==> config.mk <==
export PLATFORM = sky130hd
export DESIGN_NAME = ctdc_timer
export DESIGN_NICKNAME = d
export VERILOG_FILES = /design/src/ctdc_pkg.sv /design/src/ctdc_timer.sv
export VERILOG_INCLUDE_DIRS = /design/src
export SDC_FILE = /design/constraint.sdc
export NUM_CORES = 1
export LEC_CHECK = 0
export BUFFER_PORTS_ARGS = -buffer_cell sky130_fd_sc_hd__buf_2
export CORE_MARGIN = 2
export CORE_UTILIZATION = 45
export CTS_BUF_LIST = sky130_fd_sc_hd__clkbuf_8
export CTS_CLUSTER_DIAMETER = 120
export CTS_CLUSTER_SIZE = 12
export DETAILED_ROUTE_END_ITERATION = 10
export PLACE_DENSITY = 0.71
export SLEW_MARGIN = 20
export SYNTH_ARGS = -nofsm -noshare
export SYNTH_HDL_FRONTEND = slang
export SYNTH_SLANG_ARGS = --single-unit
==> constraint.sdc <==
create_clock -name ref_clk -period 2.75 [get_ports ref_clk]
set_input_delay 0.1375 -clock ref_clk [delete_from_list [all_inputs] [get_ports ref_clk]]
set_output_delay 0.1375 -clock ref_clk [all_outputs]
set_load 0.01 [all_outputs]
==> src/ctdc_defines.svh <==
/*
  Register map, field positions, reset values and fixed figures of the tick down counter.
  Assumes inclusion by bare name; definitions only.
*/
`ifndef CTDC_DEFINES_SVH
`define CTDC_DEFINES_SVH

`define CTDC_OFS_CTRL     32'he000e010
`define CTDC_OFS_LOAD     32'he000e014
`define CTDC_OFS_LIVE     32'he000e018
`define CTDC_OFS_CAL      32'he000e01c

`define CTDC_BIT_ENABLE   0
`define CTDC_BIT_IRQEN    1
`define CTDC_BIT_CLKSEL   2
`define CTDC_BIT_HIT      16

`define CTDC_RST_CTRL     32'h00000004
`define CTDC_RST_LOAD     24'h000000
`define CTDC_RST_LIVE     24'h000000
`define CTDC_CAL_COUNT    24'h002904
`define CTDC_DIV_RATIO    4'h8

`endif

==> src/ctdc_pkg.sv <==
/*
  Types of the tick down counter.
  Assumes ctdc_defines.svh is on the include path.
*/
package ctdc_pkg;

  // Wishbone request bundle
  typedef struct packed {
    logic        cyc;
    logic        stb;
    logic        we;
    logic [3:0]  sel;
    logic [31:0] adr;
    logic [31:0] dat;
  } ctdc_wb_req_t;

  // Bus slave phase
  typedef enum logic [0:0] {
    CTDC_BUS_IDLE = 1'b0,
    CTDC_BUS_ACK  = 1'b1
  } ctdc_bus_t;

  // Whole state of the block
  typedef struct packed {
    ctdc_bus_t   bus;
    logic        ack;
    logic        err;
    logic [31:0] rdat;
    logic        enable;
    logic        irq_en;
    logic        clk_sel;
    logic        hit;
    logic        irq;
    logic        armed;
    logic [23:0] reload;
    logic [23:0] count;
    logic [2:0]  div;
  } ctdc_state_t;

endpackage : ctdc_pkg

==> src/ctdc_timer.sv <==
/*
  Tick down counter with a classic Wishbone register slave.
  Assumes one clock ref_clk, aligned 32-bit word access, and a debug-halt level input.
*/
`timescale 1ns/1ps
`include "ctdc_defines.svh"

// What this block does
// RULE_01: 24-bit down counter reloading after zero
// RULE_02: Counter holds while processor is debug-halted
// RULE_03: Hit flag set at zero, read clears
// RULE_04: Clock select: 0 divide by 8, 1 direct
// RULE_05: Irq enable gates request on reaching zero
// RULE_06: Enable loads reload value then counts
// RULE_07: At zero: flag, optional request, reload
// RULE_08: Reload field 24 bits, upper bits reserved
// RULE_09: Only one-to-zero step raises flag/request
// RULE_10: Software uses N-1 periodic, N single
// RULE_11: Current value read returns live count
// RULE_12: Current value write clears count and flag
// RULE_13: Calibration read-only, fixed count, top zero
// RULE_14: Counter stops when processor clock stops
// RULE_15: Software uses aligned word accesses only
// RULE_16: Reserved bits read zero, writes ignored
// RULE_17: Cleared count reloads silently on next tick
module ctdc_timer
  import ctdc_pkg::*;
#(
  parameter logic [23:0] CAL_COUNT = `CTDC_CAL_COUNT  // Fixed calibration count
) (
  input  wire logic        ref_clk,     // Processor clock
  input  wire logic        rst_b,       // Async reset, active low
  input  wire logic        clk_en,      // Freezes all state when low
  input  wire logic        dbg_halt,    // Processor halted for debug
  input  wire logic        wb_cyc_i,    // Wishbone cycle
  input  wire logic        wb_stb_i,    // Wishbone strobe
  input  wire logic        wb_we_i,     // Wishbone write
  input  wire logic [3:0]  wb_sel_i,    // Wishbone byte selects
  input  wire logic [31:0] wb_adr_i,    // Wishbone byte address
  input  wire logic [31:0] wb_dat_i,    // Wishbone write data
  output logic      [31:0] wb_dat_o,    // Wishbone read data
  output logic             wb_ack_o,    // Wishbone acknowledge
  output logic             wb_err_o,    // Wishbone error, unmapped or partial
  output logic             tick_irq_o   // Tick exception request, one pulse
);

  ctdc_state_t  s_q;                    // Registered state
  ctdc_state_t  s_d;                    // Next state
  ctdc_wb_req_t req;                    // Bundled request

  assign req = '{cyc: wb_cyc_i, stb: wb_stb_i, we: wb_we_i, sel: wb_sel_i,
                 adr: wb_adr_i, dat: wb_dat_i};

  // Outputs straight from flip-flops
  assign wb_dat_o   = s_q.rdat;
  assign wb_ack_o   = s_q.ack;
  assign wb_err_o   = s_q.err;
  assign tick_irq_o = s_q.irq;

  logic        hit_ctrl;   // Address decodes
  logic        hit_load;   // Start value selected
  logic        hit_live;   // Live count selected
  logic        hit_cal;    // Calibration word selected
  logic        take;       // Request accepted this cycle
  logic        good;       // Mapped and full word
  logic        tick;       // Counter step enable
  logic        zero_step;  // Counter moves from one to zero
  logic [31:0] rd_word;    // Read mux

  // Decode and tick generation
  always_comb begin
    hit_ctrl = (req.adr == `CTDC_OFS_CTRL);
    hit_load = (req.adr == `CTDC_OFS_LOAD);
    hit_live = (req.adr == `CTDC_OFS_LIVE);
    hit_cal  = (req.adr == `CTDC_OFS_CAL);
    // Only one access at a time; the ack cycle ignores the bus
    take     = req.cyc && req.stb && (s_q.bus == CTDC_BUS_IDLE);
    // Partial-word access is refused rather than half-applied
    good     = (hit_ctrl || hit_load || hit_live || hit_cal) && (req.sel == 4'hf); // RULE_15
    // Divided tick fires on the last prescaler state only
    tick     = s_q.enable && !dbg_halt &&
               (s_q.clk_sel || (s_q.div == 3'(`CTDC_DIV_RATIO - 4'h1))); // RULE_02 RULE_04
    zero_step = tick && s_q.armed && (s_q.count == 24'h000001); // RULE_09
    rd_word  = 32'h00000000;  // Reserved bits read zero  // RULE_16
    if (hit_ctrl) begin
      rd_word[`CTDC_BIT_ENABLE] = s_q.enable;
      rd_word[`CTDC_BIT_IRQEN]  = s_q.irq_en;
      rd_word[`CTDC_BIT_CLKSEL] = s_q.clk_sel;
      rd_word[`CTDC_BIT_HIT]    = s_q.hit;
    end else if (hit_load) begin
      rd_word[23:0] = s_q.reload; // RULE_08
    end else if (hit_live) begin
      rd_word[23:0] = s_q.count;  // RULE_11
    end else if (hit_cal) begin
      rd_word[23:0] = CAL_COUNT;  // RULE_13
    end
  end

  // Next-state logic
  always_comb begin
    s_d     = s_q;
    s_d.irq = 1'b0;
    // Prescaler runs only while enabled, so a fresh enable starts a full period
    if (s_q.enable && !dbg_halt) begin
      s_d.div = s_q.div + 3'h1;
    end
    // Counter step
    if (tick) begin
      if (s_q.count == 24'h000000) begin
        s_d.count = s_q.reload;  // RULE_01 RULE_17
        s_d.armed = 1'b1;
      end else begin
        s_d.count = s_q.count - 24'h000001; // RULE_01
      end
    end
    // Bus slave: one wait state, ack for one cycle
    case (s_q.bus)
      CTDC_BUS_IDLE: begin
        s_d.ack = 1'b0;
        s_d.err = 1'b0;
        if (take) begin
          s_d.bus  = CTDC_BUS_ACK;
          s_d.ack  = good;
          s_d.err  = !good;
          s_d.rdat = (good && !req.we) ? rd_word : 32'h00000000;
          // Control write; reserved bits are simply not stored
          if (good && req.we && hit_ctrl) begin
            s_d.irq_en  = req.dat[`CTDC_BIT_IRQEN];
            s_d.clk_sel = req.dat[`CTDC_BIT_CLKSEL];
            s_d.enable  = req.dat[`CTDC_BIT_ENABLE];
            // Only a rising enable reloads; writing enable while already enabled keeps the count
            if (req.dat[`CTDC_BIT_ENABLE] && !s_q.enable) begin
              s_d.count = req.dat[`CTDC_BIT_ENABLE] ? s_q.reload : s_q.count; // RULE_06
              s_d.div   = 3'h0;
              s_d.armed = 1'b1;
            end
          end
          // Upper byte of the start value is dropped
          if (good && req.we && hit_load) begin
            s_d.reload = req.dat[23:0]; // RULE_08 RULE_16
          end
          // Any full-word write to the live count clears it and the flag
          if (good && req.we && hit_live) begin
            s_d.count = 24'h000000; // RULE_12
            s_d.hit   = 1'b0;       // RULE_12
            s_d.armed = 1'b0;       // RULE_17
          end
          // Status read hands the flag over and clears it
          if (good && !req.we && hit_ctrl) begin
            s_d.hit = 1'b0; // RULE_03
          end
        end
      end
      CTDC_BUS_ACK: begin
        s_d.ack = 1'b0;
        s_d.err = 1'b0;
        s_d.bus = CTDC_BUS_IDLE;
      end
      default: begin
        s_d.bus = CTDC_BUS_IDLE;
      end
    endcase
    // Zero reach wins over any clear in the same cycle
    if (zero_step) begin
      s_d.hit = 1'b1;      // RULE_03 RULE_07
      s_d.irq = s_q.irq_en; // RULE_05 RULE_07
    end
  end

  // State register; clock enable models stopped processor clock
  always_ff @(posedge ref_clk or negedge rst_b) begin
    if (!rst_b) begin
      s_q         <= '0;
      // Reset picks the undivided clock, as the control reset value says
      s_q.clk_sel <= 1'(`CTDC_RST_CTRL >> `CTDC_BIT_CLKSEL);
      s_q.reload  <= `CTDC_RST_LOAD;
      s_q.count   <= `CTDC_RST_LIVE;
    end else if (clk_en) begin // RULE_14
      s_q <= s_d;
    end
  end

  // Checks
  // Bus-side checks look one edge after the taking edge, where the
  // registered answer stands; a stopped clock enable is excluded
  // since nothing moves then and the answer is simply delayed.
  // Counter held in debug halt
  property p_halt_hold;
    @(posedge ref_clk) disable iff (!rst_b)
    (clk_en && dbg_halt && !(take && req.we)) |=> $stable(s_q.count);
  endproperty
  a_halt_hold: assert property (p_halt_hold) else $error("count moved in halt"); // RULE_02

  // Request needs the enable bit
  property p_irq_gate;
    @(posedge ref_clk) disable iff (!rst_b)
    tick_irq_o |-> $past(s_q.irq_en) && s_q.hit;
  endproperty
  a_irq_gate: assert property (p_irq_gate) else $error("request without enable"); // RULE_05

  // Flag raised on reaching zero
  property p_hit_set;
    @(posedge ref_clk) disable iff (!rst_b)
    (clk_en && zero_step) |=> s_q.hit && (s_q.count == 24'h000000);
  endproperty
  a_hit_set: assert property (p_hit_set) else $error("flag not set at zero"); // RULE_07

  // Zero reloads the start value
  property p_reload_after_zero;
    @(posedge ref_clk) disable iff (!rst_b)
    (clk_en && tick && s_q.count == 24'h000000 && !(take && req.we)) |=>
      s_q.count == $past(s_q.reload);
  endproperty
  a_reload_after_zero: assert property (p_reload_after_zero) else $error("no reload"); // RULE_01

  // Live count write clears count and flag
  property p_live_clear;
    @(posedge ref_clk) disable iff (!rst_b)
    (clk_en && take && good && req.we && hit_live && !zero_step) |=>
      s_q.count == 24'h000000 && !s_q.hit;
  endproperty
  a_live_clear: assert property (p_live_clear) else $error("value write no clear"); // RULE_12

  // Status read clears the flag
  property p_read_clear;
    @(posedge ref_clk) disable iff (!rst_b)
    (clk_en && take && good && !req.we && hit_ctrl && !zero_step) |=> !s_q.hit;
  endproperty
  a_read_clear: assert property (p_read_clear) else $error("flag not cleared by read"); // RULE_03

  // Calibration word is fixed
  property p_cal_read;
    @(posedge ref_clk) disable iff (!rst_b)
    (clk_en && take && good && !req.we && hit_cal) |=> wb_dat_o == {8'h00, CAL_COUNT};
  endproperty
  a_cal_read: assert property (p_cal_read) else $error("calibration wrong"); // RULE_13

  // Divided tick on last prescaler state
  property p_div_tick;
    @(posedge ref_clk) disable iff (!rst_b)
    (tick && !s_q.clk_sel) |-> s_q.div == 3'h7;
  endproperty
  a_div_tick: assert property (p_div_tick) else $error("divided tick early"); // RULE_04

  // Flag only from a one-to-zero step
  property p_no_silent_flag;
    @(posedge ref_clk) disable iff (!rst_b)
    (clk_en && !zero_step) |=> !$rose(s_q.hit);
  endproperty
  a_no_silent_flag: assert property (p_no_silent_flag) else $error("silent flag"); // RULE_09

  // Request only follows a one-to-zero step
  property p_irq_step;
    @(posedge ref_clk) disable iff (!rst_b)
    (clk_en && !zero_step) |=> !tick_irq_o;
  endproperty
  a_irq_step: assert property (p_irq_step) else $error("stray request"); // RULE_07

  // Enabled request follows the step
  property p_irq_on;
    @(posedge ref_clk) disable iff (!rst_b)
    (clk_en && zero_step && s_q.irq_en) |=> tick_irq_o;
  endproperty
  a_irq_on: assert property (p_irq_on) else $error("request missing"); // RULE_05

  // Masked step gives no request
  property p_irq_mask;
    @(posedge ref_clk) disable iff (!rst_b)
    (clk_en && zero_step && !s_q.irq_en) |=> !tick_irq_o;
  endproperty
  a_irq_mask: assert property (p_irq_mask) else $error("masked request"); // RULE_05

  // Each tick takes exactly one off a nonzero count
  property p_cnt_step;
    @(posedge ref_clk) disable iff (!rst_b)
    (clk_en && tick && s_q.count != 24'h000000 && !(take && req.we)) |=>
      s_q.count == $past(s_q.count) - 24'h000001;
  endproperty
  a_cnt_step: assert property (p_cnt_step) else $error("count step wrong"); // RULE_01

  // Disabled counter holds its value
  property p_idle_hold;
    @(posedge ref_clk) disable iff (!rst_b)
    (clk_en && !s_q.enable && !(take && req.we)) |=> $stable(s_q.count);
  endproperty
  a_idle_hold: assert property (p_idle_hold) else $error("disabled count moved"); // RULE_06

  // Rising enable loads the start value
  property p_en_load;
    @(posedge ref_clk) disable iff (!rst_b)
    (clk_en && take && good && req.we && hit_ctrl && !s_q.enable &&
     req.dat[`CTDC_BIT_ENABLE]) |=> s_q.count == $past(s_q.reload);
  endproperty
  a_en_load: assert property (p_en_load) else $error("enable did not load"); // RULE_06

  // Stopped clock freezes every bit of state
  property p_freeze;
    @(posedge ref_clk) disable iff (!rst_b)
    !clk_en |=> $stable(s_q);
  endproperty
  a_freeze: assert property (p_freeze) else $error("state moved while frozen"); // RULE_14

  // Prescaler also waits in debug halt
  property p_halt_div;
    @(posedge ref_clk) disable iff (!rst_b)
    (clk_en && dbg_halt && !(take && req.we)) |=> $stable(s_q.div);
  endproperty
  a_halt_div: assert property (p_halt_div) else $error("prescaler moved in halt"); // RULE_02

  // Start value keeps only the low 24 bits
  property p_load_wr;
    @(posedge ref_clk) disable iff (!rst_b)
    (clk_en && take && good && req.we && hit_load) |=>
      {8'h00, s_q.reload} == ($past(wb_dat_i) & 32'h00ffffff);
  endproperty
  a_load_wr: assert property (p_load_wr) else $error("start value not stored"); // RULE_08

  // Live read returns the count of the taking edge
  property p_live_rd;
    @(posedge ref_clk) disable iff (!rst_b)
    (clk_en && take && good && !req.we && hit_live) |=>
      wb_dat_o == {8'h00, $past(s_q.count)};
  endproperty
  a_live_rd: assert property (p_live_rd) else $error("live read wrong"); // RULE_11

  // Top byte of every answer is zero
  property p_rsvd_zero;
    @(posedge ref_clk) disable iff (!rst_b)
    wb_ack_o |-> wb_dat_o[31:24] == 8'h00;
  endproperty
  a_rsvd_zero: assert property (p_rsvd_zero) else $error("reserved bits set"); // RULE_16

  // Reload from zero stays silent
  property p_quiet_rld;
    @(posedge ref_clk) disable iff (!rst_b)
    (clk_en && tick && s_q.count == 24'h000000) |=> !tick_irq_o;
  endproperty
  a_quiet_rld: assert property (p_quiet_rld) else $error("request at reload"); // RULE_17

  // Partial word access is answered with an error
  property p_err_sel;
    @(posedge ref_clk) disable iff (!rst_b)
    (clk_en && take && req.sel != 4'hf) |=> wb_err_o && !wb_ack_o;
  endproperty
  a_err_sel: assert property (p_err_sel) else $error("partial access taken"); // RULE_15

endmodule : ctdc_timer

* Word-level counts from Yosys, hierarchy flattened
Cells that the tools add are included. Widths: inputs -> output; s select.
Cells by class: muxes and demuxes 30, add/subtract/negate cells 2, bitwise operators 1, equal/unequal tests 9, reductions and logical operators 30
Operators by type and width (number):
- $mux 24 | 8
- $eq 32x32->1 const B | 4
- $mux 52 | 2
- $mux 27 | 2
- $mux 39 | 1
- $eq 24x1->1 const B | 1
- $logic_not 24->1 | 1
- $sub 24x1->24 const B | 1
- $logic_and 1x1->1 | 14
- $mux 14 | 1
- $mux 13 | 1
- $reduce_and 4->1 | 3
- $mux 1 | 9
- $mux 3 | 3
- $mux 7 | 1
- $ne 6x5->1 const B | 1
- $pmux 3 s2 | 1
- $eq 4x4->1 const B | 1
- $logic_not 1->1 | 4
- $logic_or 1x1->1 | 4
- $add 3x1->3 const B | 1
- $eq 3x3->1 const B | 1
- $reduce_and 3->1 | 1
- $reduce_bool 3->1 | 1
- 5 further kinds | 5
Storage, ports and cells: input port bits 75, logic and storage cells 85, register bits after elaboration 84, output and inout port bits 35

* Depth between registers and ports, before layout
Gate-level depths: netlist (run 1).
depth in word-level cells 12, mapped depth 11, gate-level depth less buffers 8

* Worst setup path before layout (run 1)
Ideal clock, no wire load.
path type register to register, from reg s_q[12] in the netlist's numbering, to reg s_q[24] in the netlist's numbering, stages on the path, launching flop included 10, arrival 2386 ps, data required time 2614 ps, slack 229 ps, period minus slack after synthesis 2521 ps, cell sequence dfrtp_1 -> buf_6 -> or4_4 -> buf_6 -> nor4_1 -> and3_1 -> a21oi_1 -> buf_2 -> o21ai_0 -> a22oi_1
Between the ends: word-level cells in the longest chain between the ends 8, elaborated cells on any way between the ends 9, those cells by class 1 x add/sub; 7 x mux; 1 x reduce/logical
Ends and longest elaborated chain:
- start: declaration | RTL line ctdc_timer.sv:47 | ctdc_state_t s_q;
- $sub 24x1->24 or $logic_not 24->1 (tied branches) | RTL line ctdc_timer.sv:113, ctdc_timer.sv:109
- $mux 24 * | RTL line ctdc_timer.sv:109 | if (s_q.count == 24'h000000) begin
- $mux 24 * | RTL line ctdc_timer.sv:108 | if (tick) begin
- $mux 27 | RTL line ctdc_timer.sv:132 | if (req.dat[`CTDC_BIT_ENABLE] && !s_q.enable) begin
- $mux 27 | RTL line ctdc_timer.sv:127 | if (good && req.we && hit_ctrl) begin
- $mux 24 | RTL line ctdc_timer.sv:143 | if (good && req.we && hit_live) begin
- $mux 52 | RTL line ctdc_timer.sv:121 | if (take) begin
- $mux 52 * | RTL line ctdc_timer.sv:117 | case (s_q.bus)
Mark *: on every way between the ends. The rest lies on a longest branch, timed or not. A chain may end at the register's enable or synchronous reset.

* Final worst setup path (run 1)
from reg s_q[0] in the netlist's numbering, to reg s_q[11] in the netlist's numbering
Between the ends: word-level cells in the longest chain between the ends 9
Ends and longest elaborated chain:
- $eq 3x3->1 * | RTL line ctdc_timer.sv:82 | (s_q.clk_sel || (s_q.div == 3'(`CTDC_DIV_RATIO - 4'h1)));
- $logic_or 1x1->1 * | RTL line ctdc_timer.sv:82
- $logic_and 1x1->1 * | RTL line ctdc_timer.sv:81 | tick = s_q.enable && !dbg_halt &&
- $mux 24 * | RTL line ctdc_timer.sv:108
- $mux 27 | RTL line ctdc_timer.sv:132
- $mux 27 | RTL line ctdc_timer.sv:127
- $mux 24 | RTL line ctdc_timer.sv:143
- $mux 52 | RTL line ctdc_timer.sv:121
- $mux 52 * | RTL line ctdc_timer.sv:117
Marked as above.

==> impl_metrics.yaml, run 1 <==
status:
  status: "finished, final reports clean"
placement:
  io_buffers: 93
  place_inst: 702
  place_area_um2: 5300
  gp_congestion: 0.936
  dpl.hpwl_um: 9810
synthesis:
  ys_top_cells_by_area: "dfrtp_1 (44%), mux2_2 (6.4%), buf_4 (5.0%)"
  yosysMostFrequentCell: "dfrtp_1"
  async_flop_share_pct: 100
  synth_edf_count: 0
  synth_top_area_share_pct: 43.6
  synth_common_cells: "dfrtp_1 (83), o21ai_0 (45), nand2_1 (40), buf_4 (32)"
  synth_cell_types: 62
  synthCells: 497
  yosysWarnings: 0
  syn_area_um2: 4770
  syn_avg_cell_area_um2: 9.59
  yosysTopAreaCell: "dfrtp_1"
  ys.flop_type: "dfrtp_1"
  seq_area_frac_synth_pct: 44.1
  ys_ff_latch: 84
routing:
  drc: 0
  final_antenna_net_count: 0
  drt_first_pass_iters: 8
  via_per_inst: 5.91
  wl_um: 13500
  drt_iter0_markers: 383
  vias: 4320
  wire_per_inst_um: 18.4
sta:
  fin_crit_sh_pct: 94.8
  slew_headroom_pct: 50.0
  max_freq_mhz: 384
  rsz0062_at_grt: "false"
  fin_setup_tns_ns: 0
  setup-violations-final: 0
  maxSlewViolCount: 0
  worst_pin_slew_ns: 0.750
  hold_viol: 0
  min_period_ns: 2.61
  skew_ns: 0.0147
clock_tree:
  cts_buffer_depth: 2
  cts_tree: "yes"
  numCtsBuffers: 9
  htree_levels: 3
  post_cts_buffers: 0
  clock_latency_ns: 0.37
  clock_sinks: 84
  root_buffer: "clkbuf_8"
  cts.clk_slew.worst_paths_ns: 0.09
global_routing:
  grt-ovfl-total: 0
  grt_usage_pct: 24.4
  grt_antenna_before_repair: 0
  grt_first_pass_wirelength_um: 21600
  first_global_vias: 4182
  grt_max_degree: 85
die:
  die_w_um: 107
  initial_core_util_pct: 46.2
  dieArea_um2: 11400
  core_region_area_um2: 10300
  ioPinCount: 110
  num_rows: 37
  die_h_um: 107
power:
  ir_drop_mv: 0.314
  leakage_nw: 2.76
  p_per_area_nw_per_um2: 418
  fin_total_pwr_mw: 2.35
worst_setup_path:
  crit_type: "reg2reg"
  worstPathArrival_ns: 2.88
  critPathRequiredTime_ns: 3.02
  cp_max_fo: 8
  rr_worst_depth: 8
  endpoint_kind: "flip-flop"
  critPathLaunchType: "flip-flop"
finish:
  nFillCells: 941
  fin_cells: 731
  drive_above_1_share_pct: 29.7
  stdcell_area_um2: 5630
  seq_area_um2: 2100
  diodes: 0
  multi_input_area_um2: 2290
  syn_to_final_growth_pct: 18.0
  finish.utilization_pct: 54.5
  nNetsFinal: 670
run:
  drv_cap: 0
hold_path:
  holdPathStages: 2
  hold_class: "in2reg"
[per-layer routing]
metal / global-route usage (%) / vias to the layer above / wire, µm
met5: 0 / - / 0
met4: 7.05 / 0 / 241
met3: 3.71 / 21 / 923
met2: 40.5 / 212 / 6440
met1: 33.2 / 2093 / 5870
li1: - / 1994 / -
[state kept, by name, indices dropped and copies added, names as in the netlist]
name / flops
s_q: 57
wb_dat_o: 24
tick_irq_o: 1
wb_ack_o: 1
wb_err_o: 1
[cells in the final DEF, fill, tap and decap left out, types with 5 or more instances in the layout]
cell / count
nand2_1: 40
a21oi_1: 12
buf_4: 31
nand4_1: 7
buf_2: 92
nand3_1: 17
inv_1: 12
mux2i_1: 16
nor4_1: 13
ha_1: 5
nor2b_1: 10
dlygate4sd3_1: 13
nor3_1: 14
or3_1: 5
o31ai_1: 5
dfrtp_1: 83
clkbuf_8: 9
a31oi_1: 5
a22oi_1: 23
o21ai_0: 44
mux2_2: 27
conb_1: 8
nor2_1: 26
[layout make-up]
class,count,share of cell area (%)
multi-input combinational,348,40.7
sequential,84,37.4
timing repair buffer,137,14.8
tap,136,3.02
clock buffer,9,2.20
clock inverter,7,1.22
inverter,10,0.667
[repair_timing]
item / 4_1_cts / 5_1_grt
hold buffers: 13 / 0
endpoints found under the hold margin: 21 / 0
setup endpoints to repair: 0 / 1
gates resized for setup: 0 / 1
[path summary, 6_finish.rpt]
| check | from | end | slack, ns |
|---|---|---|---|
| worst max-delay path | s_q[0]$_DFFE_PN0P_ | s_q[11]$_DFFE_PN0P_ | 0.14 |
| worst min-delay path | wb_dat_i[20] | s_q[47]$_DFFE_PN0P_ | 0.003 |
| worst max register to register | s_q[0]$_DFFE_PN0P_ | s_q[11]$_DFFE_PN0P_ | 0.14 |
| worst min register to register | wb_dat_o[20]$_DFFE_PN0P_ | wb_dat_o[20]$_DFFE_PN0P_ | 0.48 |
| max in group asynchronous | rst_b | s_q[26]$_DFFE_PN0P_ | 1.86 |
| min in group asynchronous | rst_b | s_q[40]$_DFFE_PN0P_ | 0.38 |
[worst max-delay path, stage by stage (launching register included)]
cell and delay, ns:
dfrtp_1 0.41, ha_1 0.21, ha_1 0.17, or2_2 0.32
and2_0 0.20, and4_1 0.20, o21ai_1 0.58, o311ai_0 0.29
o21ai_0 0.14
[power by group]
part	switching [mW]	internal (mW)	total (mW)
logic	0.116	0.0901	0.206
registers	0.00985	1.24	1.25
clock network	0.479	0.417	0.896
[cell families after synthesis]
logic type | Yosys count | synth area share (%)
compound gates | 128 | 17.6
simple gates | 164 | 18.5
mux | 43 | 9.73
fa+ha+maj | 5 | 1.31
other cells | 1 | 0.0786
flops | 84 | 44.1
buf+inv | 72 | 8.71
[metrics by stage]
| stage | hold slack [ns] | setup WS, ns |
|---|---|---|
| floorplan | -0.158 | 0.229 |
| global placement | 0.368 | 0.251 |
| detailed placement | 0.373 | 0.173 |
| CTS | 0.00139 | 0.147 |
| global route | 0.00170 | 0.0630 |
| finish | 0.00323 | 0.143 |
(Power assumes the default switching activity.)
==> run 2, diff against run 1 <==
Settings changed: GPL_ROUTABILITY_DRIVEN set to 0.
Clock period 2.75 ns to 2.87 ns, I/O delays scaled along.
==> run 2 against run 1 <==
  * Worst hold slack better by 0.0063 ns
  * Sequential power down 4%
  * Clock power increased by 6.4%
==> impl_metrics.yaml, run 2 (synthesis results as in run 1) <==
routing:
  wl_um: 13100
  drc: 0
  vias: 4289
  wire_per_inst_um: 18.2
  via_per_inst: 5.97
  drt_first_pass_iters: 5
  final_antenna_net_count: 0
  drt_iter0_markers: 361
sta:
  hold_slack_ns: 0.00948
  skew_ns: 0.0127
  worst_pin_slew_ns: 0.796
  hold_viol: 0
  min_period_ns: 2.69
  setup-violations-final: 0
  fin_crit_sh_pct: 93.8
  slew_headroom_pct: 46.9
  maxSlewViolCount: 0
  fin_setup_tns_ns: 0
  rsz0062_at_grt: "false"
  max_freq_mhz: 371
clock_tree:
  clock_latency_ns: 0.37
  numCtsBuffers: 9
  cts_hold_buffers: 10
  cts_tree: "yes"
  post_cts_buffers: 0
  cts_resized: 0
  clock_sinks: 84
  cts_buffer_depth: 2
  cts.clk_slew.worst_paths_ns: 0.08
  htree_levels: 3
  root_buffer: "clkbuf_8"
worst_setup_path:
  crit_type: "reg2reg"
  cp-startpoint: "s_q[12]$_DFFE_PN0P_"
  endpoint_kind: "flip-flop"
  r2r_slack_ns: 0.18
  critPathRequiredTime_ns: 3.10
  cp_max_fo: 10
  rr_startpoint: "s_q[12]$_DFFE_PN0P_"
  rr_worst_depth: 6
  worstPathArrival_ns: 2.92
  critPathLaunchType: "flip-flop"
finish:
  seq_area_um2: 2100
  largest_register_ffs: 57
  drive_above_1_share_pct: 28.2
  final_common_cell: "buf_2"
  regMostFlops: "s_q"
  multi_input_area_um2: 2280
  fin_cells: 718
  finish.utilization_pct: 53.8
  syn_to_final_growth_pct: 16.6
  nNetsFinal: 657
  diodes: 0
  most-common-layout-cells: "buf_2 (92), dfrtp_1 (83), o21ai_0 (44)"
  nFillCells: 915
power:
  leakage_nw: 2.72
  p_per_area_nw_per_um2: 422
  ir_drop_mv: 0.199
  fin_total_pwr_mw: 2.35
hold_path:
  holdCritStartpoint: "wb_dat_i[17]"
  holdPathStages: 2
  hold_class: "in2reg"
global_routing:
  grt_first_pass_wirelength_um: 20700
  grt_max_degree: 85
  grt_antenna_before_repair: 0
  grt_usage_pct: 23.5
  grt-ovfl-total: 0
  first_global_vias: 4088
status:
  status: "finished, final reports clean"
die:
  core_region_area_um2: 10300
  die_h_um: 107
  die_w_um: 107
  num_rows: 37
  dieArea_um2: 11400
  ioPinCount: 110
  initial_core_util_pct: 46.2
placement:
  place_inst: 690
  dpl.hpwl_um: 9220
  io_buffers: 93
run:
  drv_cap: 0
-- run 2: cell type report --
class	instances	share of cell area (%)
Multi-Input combinational cell	348	41.1
Sequential cell	84	37.8
Timing Repair Buffer	124	13.2
Clock buffer	11	2.72
Clock inverter	5	1.37
Inverter	10	0.675
Tap cell	136	3.06
-- run 2: where the power goes --
| part | switching, mW | leakage, nW | internal [mW] |
|---|---|---|---|
| Sequential | 0.0103 | 1.16 | 1.19 |
| Clock | 0.420 | 0.122 | 0.533 |
| Combinational | 0.112 | 1.44 | 0.0821 |
| Total | 0.542 | 2.72 | 1.80 |
-- run 2: worst paths after layout --
check | endpoint
worst min register to register | wb_dat_o[15]$_DFFE_PN0P_
min in group asynchronous | wb_dat_o[17]$_DFFE_PN0P_
worst max register to register | s_q[13]$_DFFE_PN0P_
max in group asynchronous | s_q[48]$_DFFE_PN0P_
worst min-delay path | s_q[44]$_DFFE_PN0P_
worst max-delay path | s_q[13]$_DFFE_PN0P_
-- run 2: metrics by stage --
stage / cell area (µm²) / setup slack (ns)
4_1_cts: 5530 / 0.245
2_1_floorplan: 4790 / 0.349
6_report: 5560 / 0.177
3_5_place_dp: 5210 / 0.203
5_1_grt: 5560 / 0.00758
3_3_place_gp: 5210 / 0.319
-- run 2: routing by layer --
metal | vias up | track usage [%] | wire, µm
met5 | - | 0 | 0
met4 | 0 | 8.72 | 282
met3 | 33 | 5.23 | 1160
met2 | 260 | 37.9 | 6020
met1 | 2028 | 31.1 | 5620
li1 | 1968 | - | -
-- run 2: critical path: stages, from the launching register on --
cell	delay, ns
dfrtp_1	0.46
or4_4	0.63
nor4_1	0.43
and4_1	0.37
o21ai_1	0.28
o311ai_0	0.24
o21ai_0	0.14
==> run 3, diff against run 2 <==
Settings changed: CTS_BUF_LIST sky130_fd_sc_hd__clkbuf_8 to sky130_fd_sc_hd__clkbuf_2 sky130_fd_sc_hd__clkbuf_4 sky130_fd_sc_hd__clkbuf_8.
==> run 3 against run 2 <==
  * Via count shrank 0.23%
  * Sequential cell count unchanged
  * Worst hold slack improved by 0.00088 ns
  * Register-to-register slack about the same
  * Final area rose by 0.14%
  * Clock skew up 0.00059 ns
  * Largest power group unchanged
  * Combinational power is essentially flat
  * Power is 1.0% higher
  * Global-route usage about the same
==> impl_metrics.yaml, run 3 (synthesis results as in run 1) <==
status:
  status: "finished, final reports clean"
worst_setup_path:
  r2r_slack_ns: 0.17
  crit_type: "reg2reg"
  rr_worst_depth: 6
  critPathLaunchType: "flip-flop"
  worstPathArrival_ns: 2.93
  worst_r2r_endpoint: "s_q[13]$_DFFE_PN0P_"
  endpoint_kind: "flip-flop"
  cp_max_fo: 10
  critPathRequiredTime_ns: 3.10
  rr_startpoint: "s_q[12]$_DFFE_PN0P_"
finish:
  syn_to_final_growth_pct: 16.7
  drive_above_1_share_pct: 28.5
  final_common_cell: "buf_2"
  finish.utilization_pct: 53.9
  nNetsFinal: 657
  diodes: 0
  largest_register_ffs: 57
  regMostFlops: "s_q"
  most-common-layout-cells: "buf_2 (92), dfrtp_1 (83), o21ai_0 (44)"
  fin_cells: 718
global_routing:
  grt_first_pass_wirelength_um: 20700
  grt_antenna_before_repair: 0
  grt-ovfl-total: 0
  first_global_vias: 4087
  grt_max_degree: 85
  grt_usage_pct: 23.5
routing:
  drc: 0
  wl_um: 13000
  drt_iter0_markers: 368
  via_per_inst: 5.96
  final_antenna_net_count: 0
  wire_per_inst_um: 18.2
  drt_first_pass_iters: 8
  vias: 4279
clock_tree:
  clock_sinks: 84
  cts_resized: 0
  numCtsBuffers: 9
  root_buffer: "clkbuf_8"
  htree_levels: 3
  cts.clk_slew.worst_paths_ns: 0.09
  clock_latency_ns: 0.37
  cts_tree: "yes"
  cts_buffer_depth: 2
power:
  p_sw_share_pct: 22.8
  ir_drop_mv: 0.199
  p_per_area_nw_per_um2: 426
  combPwrFrac_pct: 8.2
  leakage_nw: 2.72
  pwr-share-seq_pct: 50.6
  power_frac_clock_pct: 41.2
  p_switching_mw: 0.541
  internal_power_mw: 1.83
die:
  initial_core_util_pct: 46.2
  die_w_um: 107
  num_rows: 37
  die_h_um: 107
  dieArea_um2: 11400
  ioPinCount: 110
  core_region_area_um2: 10300
placement:
  dpl.hpwl_um: 9220
  io_buffers: 93
  place_inst: 690
  place_ws_ns: 0.203
sta:
  max_freq_mhz: 370
  slew_headroom_pct: 49.3
  hold_viol: 0
  fin_crit_sh_pct: 94.2
  min_period_ns: 2.70
  skew_ns: 0.0133
  worst_pin_slew_ns: 0.759
  fin_setup_tns_ns: 0
  hold_slack_ns: 0.0104
  finalWorstSetupSlack_ns: 0.166
  rsz0062_at_grt: "false"
  maxSlewViolCount: 0
  setup-violations-final: 0
run:
  drv_cap: 0
hold_path:
  holdCritStartpoint: "wb_dat_i[3]"
  hold_class: "in2reg"
  min_to: "s_q[30]$_DFFE_PN0P_"
  holdPathStages: 2
-- run 3: how the worst max path moves through the flow --
| stage | to | startpoint | slack [ns] | depth (start not counted) |
|---|---|---|---|---|
| final | s_q[13]$_DFFE_PN0P_ | s_q[12]$_DFFE_PN0P_ | 0.17 | 6 |
| after global routing | s_q[6]$_DFFE_PN0P_ | s_q[12]$_DFFE_PN0P_ | 0.01 | 6 |
| after CTS | s_q[13]$_DFFE_PN0P_ | s_q[12]$_DFFE_PN0P_ | 0.25 | 6 |
| after detailed placement | s_q[13]$_DFFE_PN0P_ | wb_adr_i[25] | 0.20 | 7 |
| after global placement | tick_irq_o$_DFFE_PN0P_ | s_q[12]$_DFFE_PN0P_ | 0.32 | 5 |
| after floorplan | s_q[24]$_DFFE_PN0P_ | s_q[12]$_DFFE_PN0P_ | 0.35 | 9 |
-- run 3: worst max-delay path, cell delays in order (launching register included) --
cell	delay, ns
dfrtp_1	0.47
or4_4	0.64
nor4_1	0.43
and4_1	0.37
o21ai_1	0.28
o311ai_0	0.24
o21ai_0	0.14
-- run 3: per-layer routing --
layer / GRT usage, % / vias to the layer above / share of wire [%]
li1: - / 1974 / -
met2: 37.9 / 226 / 46
met5: 0 / - / 0
met1: 31.0 / 2041 / 44
met4: 8.72 / 0 / 2.4
met3: 5.23 / 38 / 8.0
-- run 3: layout make-up --
class,instances,area (µm²)
Inverter,10,37.5
Multi-Input combinational cell,348,2280
Timing Repair Buffer,124,734
Tap cell,136,170
Clock inverter,3,68.8
Sequential cell,84,2100
Clock buffer,13,166
Fill cell,916,4760
-- run 3: power by group through the flow --
stage / Clock, mW / Sequential, mW / Combinational, mW
after global routing: 1.04 / 1.20 / 0.216
after floorplan: 0 / 1.22 / 0.0877
after CTS: 1.00 / 1.20 / 0.192
after detailed placement: 0 / 1.22 / 0.179
final: 0.977 / 1.20 / 0.195
after global placement: 0 / 1.22 / 0.175
-- run 3: timing repair --
item | CTS | global route
endpoints found under the hold margin | 11 | 83
hold buffers | 11 | 1
buffers inserted | 0 | 0
-- run 3: metrics by stage --
step           power (mW)  instance area [µm²]
6_report             2.37                 5570
5_1_grt              2.46                 5570
4_1_cts              2.39                 5550
3_5_place_dp         1.40                 5210
3_3_place_gp         1.40                 5210
2_1_floorplan        1.31                 4790
